<file path="config.mk">
export PLATFORM = sky130hd
export DESIGN_NAME = mgh_glue
export DESIGN_NICKNAME = d
export VERILOG_FILES = /design/src/mgh_glue_dummy_guard.sv /design/src/mgh_pkg.sv /design/src/mgh_glue.sv
export SDC_FILE = /design/constraint.sdc
export NUM_CORES = 1
export LEC_CHECK = 0
export ABC_AREA = 1
export BUFFER_PORTS_ARGS = -buffer_cell sky130_fd_sc_hd__clkbuf_2
export CAP_MARGIN = 10
export CORE_UTILIZATION = 35
export CTS_BUF_LIST = sky130_fd_sc_hd__clkbuf_4 sky130_fd_sc_hd__clkbuf_8
export CTS_CLUSTER_DIAMETER = 50
export DETAILED_ROUTE_END_ITERATION = 8
export GPL_ROUTABILITY_DRIVEN = 0
export SKIP_CTS_REPAIR_TIMING = 1
export SYNTH_ARGS = -nofsm -noshare
export SYNTH_HDL_FRONTEND = slang
export SYNTH_SLANG_ARGS = --single-unit
</file>
<file path="constraint.sdc">
create_clock -name sys_clk -period 1.89 [get_ports sys_clk]
set_clock_uncertainty 0.15 [all_clocks]
set_input_delay 0.0945 -clock sys_clk [delete_from_list [all_inputs] [get_ports sys_clk]]
set_output_delay 0.0945 -clock sys_clk [all_outputs]
set_load 0.03 [all_outputs]
</file>
<file path="src/mgh_glue_dummy_guard.sv">
/*
  intentionally empty companion file: holds no logic.
  assumes nothing of its surroundings.
*/

</file>
<file path="src/mgh_pkg.sv">
/*
  constants shared by the multi graphics host glue: coprocessor count, bus widths,
  address decode, ready delay, reset values and state encodings.
  assumes a single 100 MHz sys_clk domain on the host side.
*/
`default_nettype none

package mgh_pkg;

  // structure of the attached system
  localparam int N_COP  = 4;
  localparam int ADDR_W = 20;
  localparam int DATA_W = 16;

  // coprocessor address space: top nibble of the latched address
  localparam int          SPACE_MSB  = 19;
  localparam int          SPACE_LSB  = 16;
  localparam logic [3:0]  SPACE_BASE = 4'hc;

  // clock and ready delay through flip-flops after all slave enables seen
  localparam int CLK_PERIOD_NS  = 10;
  localparam int READY_DELAY_NS = 20;
  localparam int READY_DELAY_CYC_I =
    (READY_DELAY_NS + CLK_PERIOD_NS - 1) / CLK_PERIOD_NS;
  localparam logic [3:0] READY_DELAY_CYC =
    (READY_DELAY_CYC_I < 1) ? 4'h1 : READY_DELAY_CYC_I[3:0];

  // select port resets to all ones: nothing enabled
  localparam logic [N_COP-1:0] SEL_RESET = 4'hf;

  typedef enum logic [2:0] {
    MGH_S_IDLE  = 3'b000,
    MGH_S_WAIT  = 3'b001,
    MGH_S_DELAY = 3'b010,
    MGH_S_READY = 3'b011,
    MGH_S_END   = 3'b100
  } mgh_slave_t;

  typedef enum logic [1:0] {
    MGH_A_IDLE = 2'b00,
    MGH_A_ASK  = 2'b01,
    MGH_A_OWN  = 2'b10,
    MGH_A_DROP = 2'b11
  } mgh_arb_t;

endpackage : mgh_pkg

`default_nettype wire

</file>
<file path="src/mgh_glue.sv">
/*
  host glue for several graphics coprocessors on one cpu bus: strap driving,
  address latch, broadcast chip selects, combined ready and master arbitration.
  assumes cpu strobes and address come from logic on sys_clk; every coprocessor
  output is asynchronous and is synchronised here.
*/
// What this block does
// [RULE_01] coprocessor picks asynchronous mode when strap low at reset fall.
// [RULE_02] glue holds byte high enable strap low throughout reset.
// [RULE_03] cpu clock and coprocessor clock are independent, unknown phase.
// [RULE_04] asynchronous slave access costs at least one extra wait state.
// [RULE_05] glue latches cpu address because cpu drops it at strobe.
// [RULE_06] cpu ready derived from slave enables, delayed through flip-flops.
// [RULE_07] cpu-writable select port, one bit per coprocessor, zero enables.
// [RULE_08] writes chip-select every enabled coprocessor together.
// [RULE_09] broadcast write completes only after every selected one is ready.
// [RULE_10] reads select only the highest priority enabled coprocessor.
// [RULE_11] broadcast scheme permits slave accesses only, no master mode; glue only blocks a new request in MGH_A_IDLE, a grant asked or held stays.
// [RULE_12] arbiter gives host bus to one coprocessor by priority on grant.
// [RULE_13] grant kept until owner drops its hold request, then re-evaluated.
`timescale 1ns/1ns
`default_nettype none

// two flip-flop synchroniser for a vector of independent levels
module mgh_sync #(
  parameter int W = 1
) (
  input  wire logic         sys_clk,
  input  wire logic         reset,
  input  wire logic [W-1:0] d,
  output logic      [W-1:0] q
);
  logic [W-1:0] meta_q;
  logic [W-1:0] sync_q;

  // first stage feeds only the second stage
  always_ff @(posedge sys_clk) begin
    if (reset) begin
      meta_q <= '0;
      sync_q <= '0;
    end else begin
      meta_q <= d;
      sync_q <= meta_q;
    end
  end

  assign q = sync_q;
endmodule : mgh_sync

module mgh_glue (
  input  wire logic                         sys_clk,
  input  wire logic                         reset,
  // cpu side
  input  wire logic                         cpu_addr_strobe,
  input  wire logic [mgh_pkg::ADDR_W-1:0]   cpu_addr,
  input  wire logic                         cpu_byte_high,
  input  wire logic                         cpu_rd,
  input  wire logic                         cpu_wr,
  input  wire logic [mgh_pkg::DATA_W-1:0]   cpu_wdata,
  output logic      [mgh_pkg::DATA_W-1:0]   cpu_rdata,
  output logic                              async_ready_input,
  input  wire logic                         sel_port_wr,
  input  wire logic [mgh_pkg::N_COP-1:0]    sel_port_wdata,
  output logic      [mgh_pkg::N_COP-1:0]    sel_port_q,
  input  wire logic                         broadcast_mode,
  output logic                              host_hold_req,
  input  wire logic                         host_hold_grant,
  // coprocessor side
  output logic      [mgh_pkg::ADDR_W-1:0]   cop_addr,
  output logic      [mgh_pkg::DATA_W-1:0]   cop_wdata,
  input  wire logic [mgh_pkg::DATA_W-1:0]   cop_rdata,
  output logic      [mgh_pkg::N_COP-1:0]    cop_cs_n,
  output logic                              cop_rd_n,
  output logic                              cop_wr_n,
  output logic                              byte_high_enable_strap_o,
  output logic                              byte_high_enable_strap_oe,
  input  wire logic [mgh_pkg::N_COP-1:0]    slave_enable_out,
  input  wire logic [mgh_pkg::N_COP-1:0]    cop_hold_req,
  output logic      [mgh_pkg::N_COP-1:0]    cop_hold_grant
);

  logic [mgh_pkg::N_COP-1:0]  slv_en_s;
  logic [mgh_pkg::N_COP-1:0]  hreq_s;
  logic                       hgnt_s;
  logic [mgh_pkg::DATA_W-1:0] rdata_s;

  // every coprocessor output crosses from its own clock
  mgh_sync #(.W(mgh_pkg::N_COP)) u_slv_en_sync (         // RULE_03
    .sys_clk (sys_clk),
    .reset   (reset),
    .d       (slave_enable_out),
    .q       (slv_en_s)
  );
  mgh_sync #(.W(mgh_pkg::N_COP)) u_hreq_sync (
    .sys_clk (sys_clk),
    .reset   (reset),
    .d       (cop_hold_req),
    .q       (hreq_s)
  );
  mgh_sync #(.W(1)) u_hgnt_sync (
    .sys_clk (sys_clk),
    .reset   (reset),
    .d       (host_hold_grant),
    .q       (hgnt_s)
  );
  // read data is stable by the time ready is given, sync only tidies the sample
  mgh_sync #(.W(mgh_pkg::DATA_W)) u_rdata_sync (
    .sys_clk (sys_clk),
    .reset   (reset),
    .d       (cop_rdata),
    .q       (rdata_s)
  );

  // lowest index wins: isolate the lowest set bit
  function automatic logic [mgh_pkg::N_COP-1:0] lowest_set(
    input logic [mgh_pkg::N_COP-1:0] v
  );
    lowest_set = v & (~v + 1'b1);
  endfunction : lowest_set

  // slave access state
  mgh_pkg::mgh_slave_t        st_q, st_d;
  logic [mgh_pkg::ADDR_W-1:0] addr_q, addr_d;
  logic                       bhi_q, bhi_d;
  logic [mgh_pkg::DATA_W-1:0] wdata_q, wdata_d;
  logic [mgh_pkg::DATA_W-1:0] rdata_q, rdata_d;
  logic [mgh_pkg::N_COP-1:0]  sel_q, sel_d;
  logic [mgh_pkg::N_COP-1:0]  target_q, target_d;
  logic [mgh_pkg::N_COP-1:0]  seen_q, seen_d;
  logic [3:0]                 cnt_q, cnt_d;
  logic                       is_wr_q, is_wr_d;
  logic                       rd_n_q, rd_n_d;
  logic                       wr_n_q, wr_n_d;
  logic                       hit;
  logic [mgh_pkg::N_COP-1:0]  enabled;

  assign hit     = (addr_q[mgh_pkg::SPACE_MSB:mgh_pkg::SPACE_LSB] == mgh_pkg::SPACE_BASE);
  assign enabled = ~sel_q;                                // RULE_07

  // next state of the slave path
  always_comb begin
    st_d     = st_q;
    addr_d   = addr_q;
    bhi_d    = bhi_q;
    wdata_d  = wdata_q;
    rdata_d  = rdata_q;
    sel_d    = sel_q;
    target_d = target_q;
    seen_d   = seen_q;
    cnt_d    = cnt_q;
    is_wr_d  = is_wr_q;
    rd_n_d   = rd_n_q;
    wr_n_d   = wr_n_q;
    // select port is written by the cpu at any time
    if (sel_port_wr) begin
      sel_d = sel_port_wdata;                             // RULE_07
    end
    case (st_q)
      mgh_pkg::MGH_S_IDLE: begin
        // cpu drops the address as the strobe falls, so hold it here
        if (cpu_addr_strobe) begin
          addr_d = cpu_addr;                              // RULE_05
          bhi_d  = cpu_byte_high;
        end
        if ((cpu_rd || cpu_wr) && hit) begin
          is_wr_d = cpu_wr;
          wdata_d = cpu_wdata;
          seen_d  = '0;
          if (cpu_wr) begin
            target_d = enabled;                           // RULE_08
          end else begin
            target_d = lowest_set(enabled);               // RULE_10
          end
          rd_n_d = cpu_wr;
          wr_n_d = ~cpu_wr;
          // nothing enabled: answer at once so the cpu never hangs
          if (((cpu_wr) ? enabled : lowest_set(enabled)) == '0) begin
            st_d = mgh_pkg::MGH_S_READY;
          end else begin
            st_d = mgh_pkg::MGH_S_WAIT;
          end
        end
      end
      mgh_pkg::MGH_S_WAIT: begin
        // enables may pulse at different times, so remember each one
        seen_d = seen_q | (slv_en_s & target_q);          // RULE_09
        if (seen_d == target_q) begin
          cnt_d = mgh_pkg::READY_DELAY_CYC;
          st_d  = mgh_pkg::MGH_S_DELAY;
        end
      end
      mgh_pkg::MGH_S_DELAY: begin
        // extra flops give read data setup and write data hold
        if (cnt_q <= 4'h1) begin                          // RULE_06
          st_d = mgh_pkg::MGH_S_READY;
        end else begin
          cnt_d = cnt_q - 4'h1;
        end
      end
      mgh_pkg::MGH_S_READY: begin
        if (!is_wr_q) begin
          rdata_d = rdata_s;
        end
        st_d = mgh_pkg::MGH_S_END;
      end
      mgh_pkg::MGH_S_END: begin
        // strobes and selects end only when the cpu ends its cycle
        if (!cpu_rd && !cpu_wr) begin
          rd_n_d   = 1'b1;
          wr_n_d   = 1'b1;
          target_d = '0;
          st_d     = mgh_pkg::MGH_S_IDLE;
        end
      end
      default: begin
        st_d = mgh_pkg::MGH_S_IDLE;
      end
    endcase
  end

  // slave path registers
  always_ff @(posedge sys_clk) begin
    if (reset) begin
      st_q     <= mgh_pkg::MGH_S_IDLE;
      addr_q   <= '0;
      bhi_q    <= 1'b0;
      wdata_q  <= '0;
      rdata_q  <= '0;
      sel_q    <= mgh_pkg::SEL_RESET;
      target_q <= '0;
      seen_q   <= '0;
      cnt_q    <= 4'h0;
      is_wr_q  <= 1'b0;
      rd_n_q   <= 1'b1;
      wr_n_q   <= 1'b1;
    end else begin
      st_q     <= st_d;
      addr_q   <= addr_d;
      bhi_q    <= bhi_d;
      wdata_q  <= wdata_d;
      rdata_q  <= rdata_d;
      sel_q    <= sel_d;
      target_q <= target_d;
      seen_q   <= seen_d;
      cnt_q    <= cnt_d;
      is_wr_q  <= is_wr_d;
      rd_n_q   <= rd_n_d;
      wr_n_q   <= wr_n_d;
    end
  end

  // slave outputs; strap gated low by reset itself, so no unknown before the first edge
  assign cop_addr                  = addr_q;               // RULE_05
  assign cop_wdata                 = wdata_q;
  assign cpu_rdata                 = rdata_q;
  assign cop_cs_n                  = ~target_q;            // RULE_08
  assign cop_rd_n                  = rd_n_q;
  assign cop_wr_n                  = wr_n_q;
  assign sel_port_q                = sel_q;
  assign async_ready_input         = (st_q == mgh_pkg::MGH_S_READY);  // RULE_06
  assign byte_high_enable_strap_o  = bhi_q & ~reset;       // RULE_02
  assign byte_high_enable_strap_oe = 1'b1;                 // RULE_01

  // master mode arbitration state
  mgh_pkg::mgh_arb_t         arb_q, arb_d;
  logic [mgh_pkg::N_COP-1:0] owner_q, owner_d;
  logic                      hold_q, hold_d;
  logic [mgh_pkg::N_COP-1:0] gnt_q, gnt_d;

  // next state of the arbiter
  always_comb begin
    arb_d   = arb_q;
    owner_d = owner_q;
    hold_d  = hold_q;
    gnt_d   = gnt_q;
    case (arb_q)
      mgh_pkg::MGH_A_IDLE: begin
        // no new bus master is chosen while the broadcast scheme is on
        if (!broadcast_mode && (hreq_s != '0)) begin      // RULE_11
          owner_d = lowest_set(hreq_s);                   // RULE_12
          hold_d  = 1'b1;
          arb_d   = mgh_pkg::MGH_A_ASK;
        end
      end
      mgh_pkg::MGH_A_ASK: begin
        if ((owner_q & hreq_s) == '0) begin
          hold_d = 1'b0;
          arb_d  = mgh_pkg::MGH_A_DROP;
        end else if (hgnt_s) begin
          gnt_d = owner_q;                                // RULE_12
          arb_d = mgh_pkg::MGH_A_OWN;
        end
      end
      mgh_pkg::MGH_A_OWN: begin
        // owner keeps the bus; others stay off until it lets go
        if ((owner_q & hreq_s) == '0) begin               // RULE_13
          gnt_d  = '0;
          hold_d = 1'b0;
          arb_d  = mgh_pkg::MGH_A_DROP;
        end
      end
      mgh_pkg::MGH_A_DROP: begin
        // wait for cpu to take its grant back before choosing again
        if (!hgnt_s) begin                                // RULE_13
          owner_d = '0;
          arb_d   = mgh_pkg::MGH_A_IDLE;
        end
      end
      default: begin
        arb_d = mgh_pkg::MGH_A_IDLE;
      end
    endcase
  end

  // arbiter registers
  always_ff @(posedge sys_clk) begin
    if (reset) begin
      arb_q   <= mgh_pkg::MGH_A_IDLE;
      owner_q <= '0;
      hold_q  <= 1'b0;
      gnt_q   <= '0;
    end else begin
      arb_q   <= arb_d;
      owner_q <= owner_d;
      hold_q  <= hold_d;
      gnt_q   <= gnt_d;
    end
  end

  assign host_hold_req  = hold_q;
  assign cop_hold_grant = gnt_q;                          // RULE_12

endmodule : mgh_glue

`default_nettype wire

</file>
### Yosys cells after proc, flatten, opt, wreduce, memory -nomap -nowiden

Index checks and enable logic that the tools add are counted.

| storage, ports and cells | value |
|---|---|
| register bits after elaboration | 136 |
| bits of input ports | 73 |
| word-level logic and storage cells | 128 |

| cells by class | value |
|---|---|
| $add $sub $neg | 3 |
| $lt $le $gt $ge | 1 |
| equality and inequality tests | 21 |
| mux-type cells | 36 |
| bitwise gates (word level) | 13 |
| reductions and logical operators | 30 |

Operator list:

| operator | number |
|---|---|
| 4-bit two-way mux | 11 |
| 4-bit case mux with 2 select lines | 5 |
| 2-bit inequality test, second input constant | 9 |
| 4-bit AND | 4 |
| 4-bit inverter | 4 |
| 3-bit case mux with 5 select lines | 1 |
| 2-bit two-way mux | 6 |
| 3-bit two-way mux | 4 |
| 3-bit AND reduction | 4 |
| 4-bit AND reduction | 3 |
| 2-bit nonzero test | 6 |
| 4-bit by 1-bit adder with 4-bit output, second input constant | 2 |
| 4-bit zero test | 2 |
| 2-bit case mux with 4 select lines | 1 |
| 2-bit AND reduction | 4 |
| 3-bit by 2-bit == test with 1-bit output, second input constant | 2 |
| 1-bit case mux with 2 select lines | 3 |
| 1-bit two-way mux | 5 |
| 2-bit == test, second input constant | 2 |
| 4-bit == test | 1 |
| 4-bit == test, second input constant | 1 |
| 4-bit by 1-bit less-or-equal comparator with 1-bit output, second input constant | 1 |
| 2-bit by 1-bit inequality test with 1-bit output, second input constant | 2 |
| 4-bit OR | 1 |
| 14 further kinds | 20 |

### Longest topological paths before layout

| logic depth | value |
|---|---|
| depth in word-level cells | 9 |
| gate-level depth with buffers | 10 |

### Hierarchy

From an unflattened synthesis, not the netlist that was laid out.

| unflattened totals | value |
|---|---|
| cells, all modules | 665 |
| area, all modules | 5133.7 sq um |

Modules (own cells, without submodules):

| module | instances | cells each | area each (sq um) | sequential area each (sq um) |
|---|---|---|---|---|
| mgh_glue | 1 | 510 | 3701.0 | 1721.7 |
| mgh_sync at u_rdata_sync | 1 | 99 | 914.6 | 640.6 |
| mgh_sync at u_hreq_sync ... | 2 | 25 | 231.5 | 160.2 |
| mgh_sync at u_hgnt_sync | 1 | 6 | 55.1 | 40.0 |

### Least setup slack after synthesis

No wires, ideal clock.

| timing | value |
|---|---|
| kind | register -> register |
| from | register addr_q, in the netlist cop_addr[19] |
| to | register seen_q[1] (netlist name) |
| setup time | 132 ps |
| arrival time | 1345 ps |
| required time | 1608 ps |
| path slack | 262 ps |
| cell stages (with the launch flop) | 8 |
| buffers on the path | 2 |
| clock period less this slack | 1628 ps |
| cells stage by stage | dfxtp_1 -> nand2_1 -> nand3b_2 -> nand3b_1 -> buf_2 -> buf_6 -> nand2_1 -> a21oi_1 |

| between the ends | value |
|---|---|
| cells in the longest elaborated chain, start to end | 4 |

RTL lines:

| item | RTL line | RTL |
|---|---|---|
| start, declared | mgh_glue.sv:123 | `logic [mgh_pkg::ADDR_W-1:0] addr_q, addr_d;` |
| start signal, assigned | mgh_glue.sv:238 | `addr_q <= addr_d;` |
| 4-bit == test | mgh_glue.sv:137 | `assign hit = (addr_q[mgh_pkg::SPACE_MSB:mgh_pkg::SPACE_LSB] == mgh_pkg::SPACE_BASE);` |
| 1-bit logical AND | mgh_glue.sv:165 | `if ((cpu_rd \|\| cpu_wr) && hit) begin` |
| 2-bit inequality test (no source line) | -- |  |
| 2-bit AND reduction (no source line) | -- |  |
| end signal, assigned | mgh_glue.sv:244 | `seen_q <= seen_d;` |
| end, declared | mgh_glue.sv:129 | `logic [mgh_pkg::N_COP-1:0] seen_q, seen_d;` |

No other way between the ends.
A chain may end at the register's enable or synchronous reset.

==> impl_metrics.csv <==
group,metric,value,unit
run_status,status,"completed",
yosys,yosysTopAreaCellShare,0.530,
yosys,synth_edf_count,0,
setup_path,arrival,2.04,ns
clocking,htreeDepth,4,
detailed_routing,via_count,4653,
power_and_ir_drop,power.density,909,nW/um^2
placement,place_hpwl,7.57,mm
power_and_ir_drop,peakVddDrop,0.552,mV
sta,final.setup.tns,0,ns
die,num_io_pins,143,
finish,n_antenna_cell,0,
die,die_x,123,microns
placement,port_buffers,141,
sta,fin_crit_sh,0.987,
setup_path,worstPathMaxFanout,6,
yosys,synth_top_area_cell,"dfxtp_1",
global_routing,grt_max_degree,95,
power_and_ir_drop,p_leak,0.00338,uW
power_and_ir_drop,p_sw,1890,uW
die,start_util,0.364,
setup_path,cp.required,2.06,ns
yosys,yosys-top-cells-area,"dfxtp_1, inv_1, nor2_1, a21oi_1, nand2_1",
clocking,clockBufferDepth,2,
die,fp.dieArea,15200,sq um
sta,worst_slack,0.0237,ns
global_routing,grt_antenna_before_repair,0,
setup_path,crit_path_end_kind,"flip-flop",
power_and_ir_drop,p_int,4650,uW
die,rows,43,
detailed_routing,drt_iter0_markers,207,
yosys,synthFlopType,"dfxtp_1",
sta,fmax,536,MHz
yosys,synthArstFlopShare,0,
global_routing,grt_pass1_wl,17.7,mm
detailed_routing,routed_wl,12.4,mm
clocking,clock-root-buffer,"clkbuf_8",
global_routing,grt_pass1_vias,3804,
detailed_routing,drc_errors,0,
sta,min_period,1.87,ns
power_and_ir_drop,seqPwrFrac,0.471,
yosys,ys_ff_latch,136,
global_routing,overflow,0,
sta,setup_violations,0,
yosys,synth.distinct_cells,35,
clocking,numClockSinks,136,
die,coreArea,14100,sq um
setup_path,start_kind,"primary input",
die,die_h,123,microns
finish,fin_nets,958,
power_and_ir_drop,p_sw_frac,0.289,
flow_run,maxCapViolCount,0,
sta,finalHoldViolCount,0,
finish,nFillCells,1345,
detailed_routing,post_drt_wl_per_cell,11.5,microns
yosys,syn_area_per_cell,7.80,sq um
finish,synthToLayoutAreaGrowth,40.1,%
detailed_routing,ant_nets,0,
clocking,cts.reportedPaths.clkPinSlew,0.08,ns
yosys,synth_common_cells,"dfxtp_1, inv_1, nor2_1, nand2_1, a21oi_1",
sta,rsz0062_at_grt,"false",
yosys,synth.yosys.seq_area_share,0.530,
finish,finish.utilization,0.510,
global_routing,grt_usage,0.152,
clocking,cts_buffers,17,
placement,place_ws,0.153,ns
yosys,syn-instance-count,658,
clocking,cts_tree,"built",
yosys,synth_area,5130,sq um
power_and_ir_drop,clock_power_share,0.375,
power_and_ir_drop,power_frac_comb,0.154,
clocking,clock_latency,0.44,ns
yosys,synth_nets,738,
detailed_routing,first_pass_iters,5,
finish,drive_gt1_frac,0.231,
yosys,synth_most_common_cell,"dfxtp_1",
sta,finalMaxSlewViolations,0,
min_path,hold_path.class,"in -> reg",
detailed_routing,avgViaCountPerCell,4.34,
yosys,yosys_warnings,0,
setup_path,worst-setup-path-type,"in -> reg",
## metrics by stage
stage	hold WS, ns	std cells	total power, uW	instance area [sq um]
6_report	0.0323	1071	6540	7190
5_1_grt	0.0175	1071	6900	7190
4_1_cts	-0.354	993	6490	6410
3_5_place_dp	0.140	961	4010	6000
3_3_place_gp	0.137	961	4010	6000
2_1_floorplan	0.0449	658	3750	5130
## power by group through the flow
stage	registers, uW	logic (uW)	clock network [uW]
finish	3080	1010	2450
global route	3100	1120	2680
CTS	3080	864	2540
detailed placement	3150	861	0
global placement	3150	861	0
floorplan	3230	519	0
## flip-flops by register name, summed over array words and instances, names as in the netlist, 2 cells and up
name,cells
u_slv_en_sync.meta_q,4
seen_q,4
u_rdata_sync.q,16
st_q,3
arb_q,2
cpu_rdata,16
u_slv_en_sync.q,4
cop_hold_grant,4
cop_addr,20
u_hreq_sync.q,4
sel_port_q,4
u_hreq_sync.meta_q,4
owner_q,4
u_rdata_sync.meta_q,16
cop_wdata,16
target_q,4
cnt_q,4
## layout make-up
class	count	area (sq um)	area share
Sequential cell	136	2720	0.379
Multi-Input combinational cell	384	1840	0.256
Timing Repair Buffer	230	1580	0.220
Inverter	109	412	0.0572
Clock buffer	18	248	0.0344
Tap cell	180	225	0.0313
Clock inverter	14	161	0.0224
## cells in the final DEF (no fill, tap or decap), types with 6 or more instances in the layout
cell type      instances
o21ai_0               49
nand4_1                6
inv_6                  6
buf_4                 10
nor2_1               102
a21oi_1               66
dfxtp_1              136
nand2_2                6
dlygate4sd3_1         78
nand2_1               85
clkbuf_2             140
ha_1                   7
nand3_1               40
clkbuf_8              18
inv_1                104
## worst max-delay path, stage by stage
cell	delay (ns)
dlygate4sd3_1	0.54
clkbuf_2	0.15
nand2_1	0.07
dlygate4sd3_1	0.55
nand3_1	0.07
dlygate4sd3_1	0.56
## metal layers
| metal | global-route usage | share of wire | vias up |
|---|---|---|---|
| met5 | 0 | 0 | - |
| met4 | 0.0587 | 0.0074 | 0 |
| met3 | 0.0572 | 0.057 | 6 |
| met2 | 0.229 | 0.47 | 115 |
| met1 | 0.198 | 0.47 | 2043 |
| li1 | - | - | 2489 |
## worst paths after layout
kind | from | to | slack (ns) | cells after the start
worst max-delay path | sel_port_wr | sel_port_q[1]$_SDFFE_PP1P_ | 0.02 | 6
worst max register to register | arb_q[1]$_SDFFE_PP0P_ | cop_hold_grant[0]$_SDFFE_PP0P_ | 0.21 | 8
worst min register to register | u_rdata_sync.meta_q[15]$_SDFF_PP0_ | u_rdata_sync.q[15]$_SDFF_PP0_ | 0.25 | 2
worst min-delay path | reset | u_slv_en_sync.q[3]$_SDFF_PP0_ | 0.03 | 3
## logic make-up after synthesis
logic type	count (synthesis)	synth area share
other cells	1	0.000730
buf+inv	138	0.112
simple gates	254	0.218
flops	136	0.530
compound gates	120	0.119
xor+xnor	2	0.00341
fa+ha+maj	7	0.0171
Power figures use the tool's default switching activity.
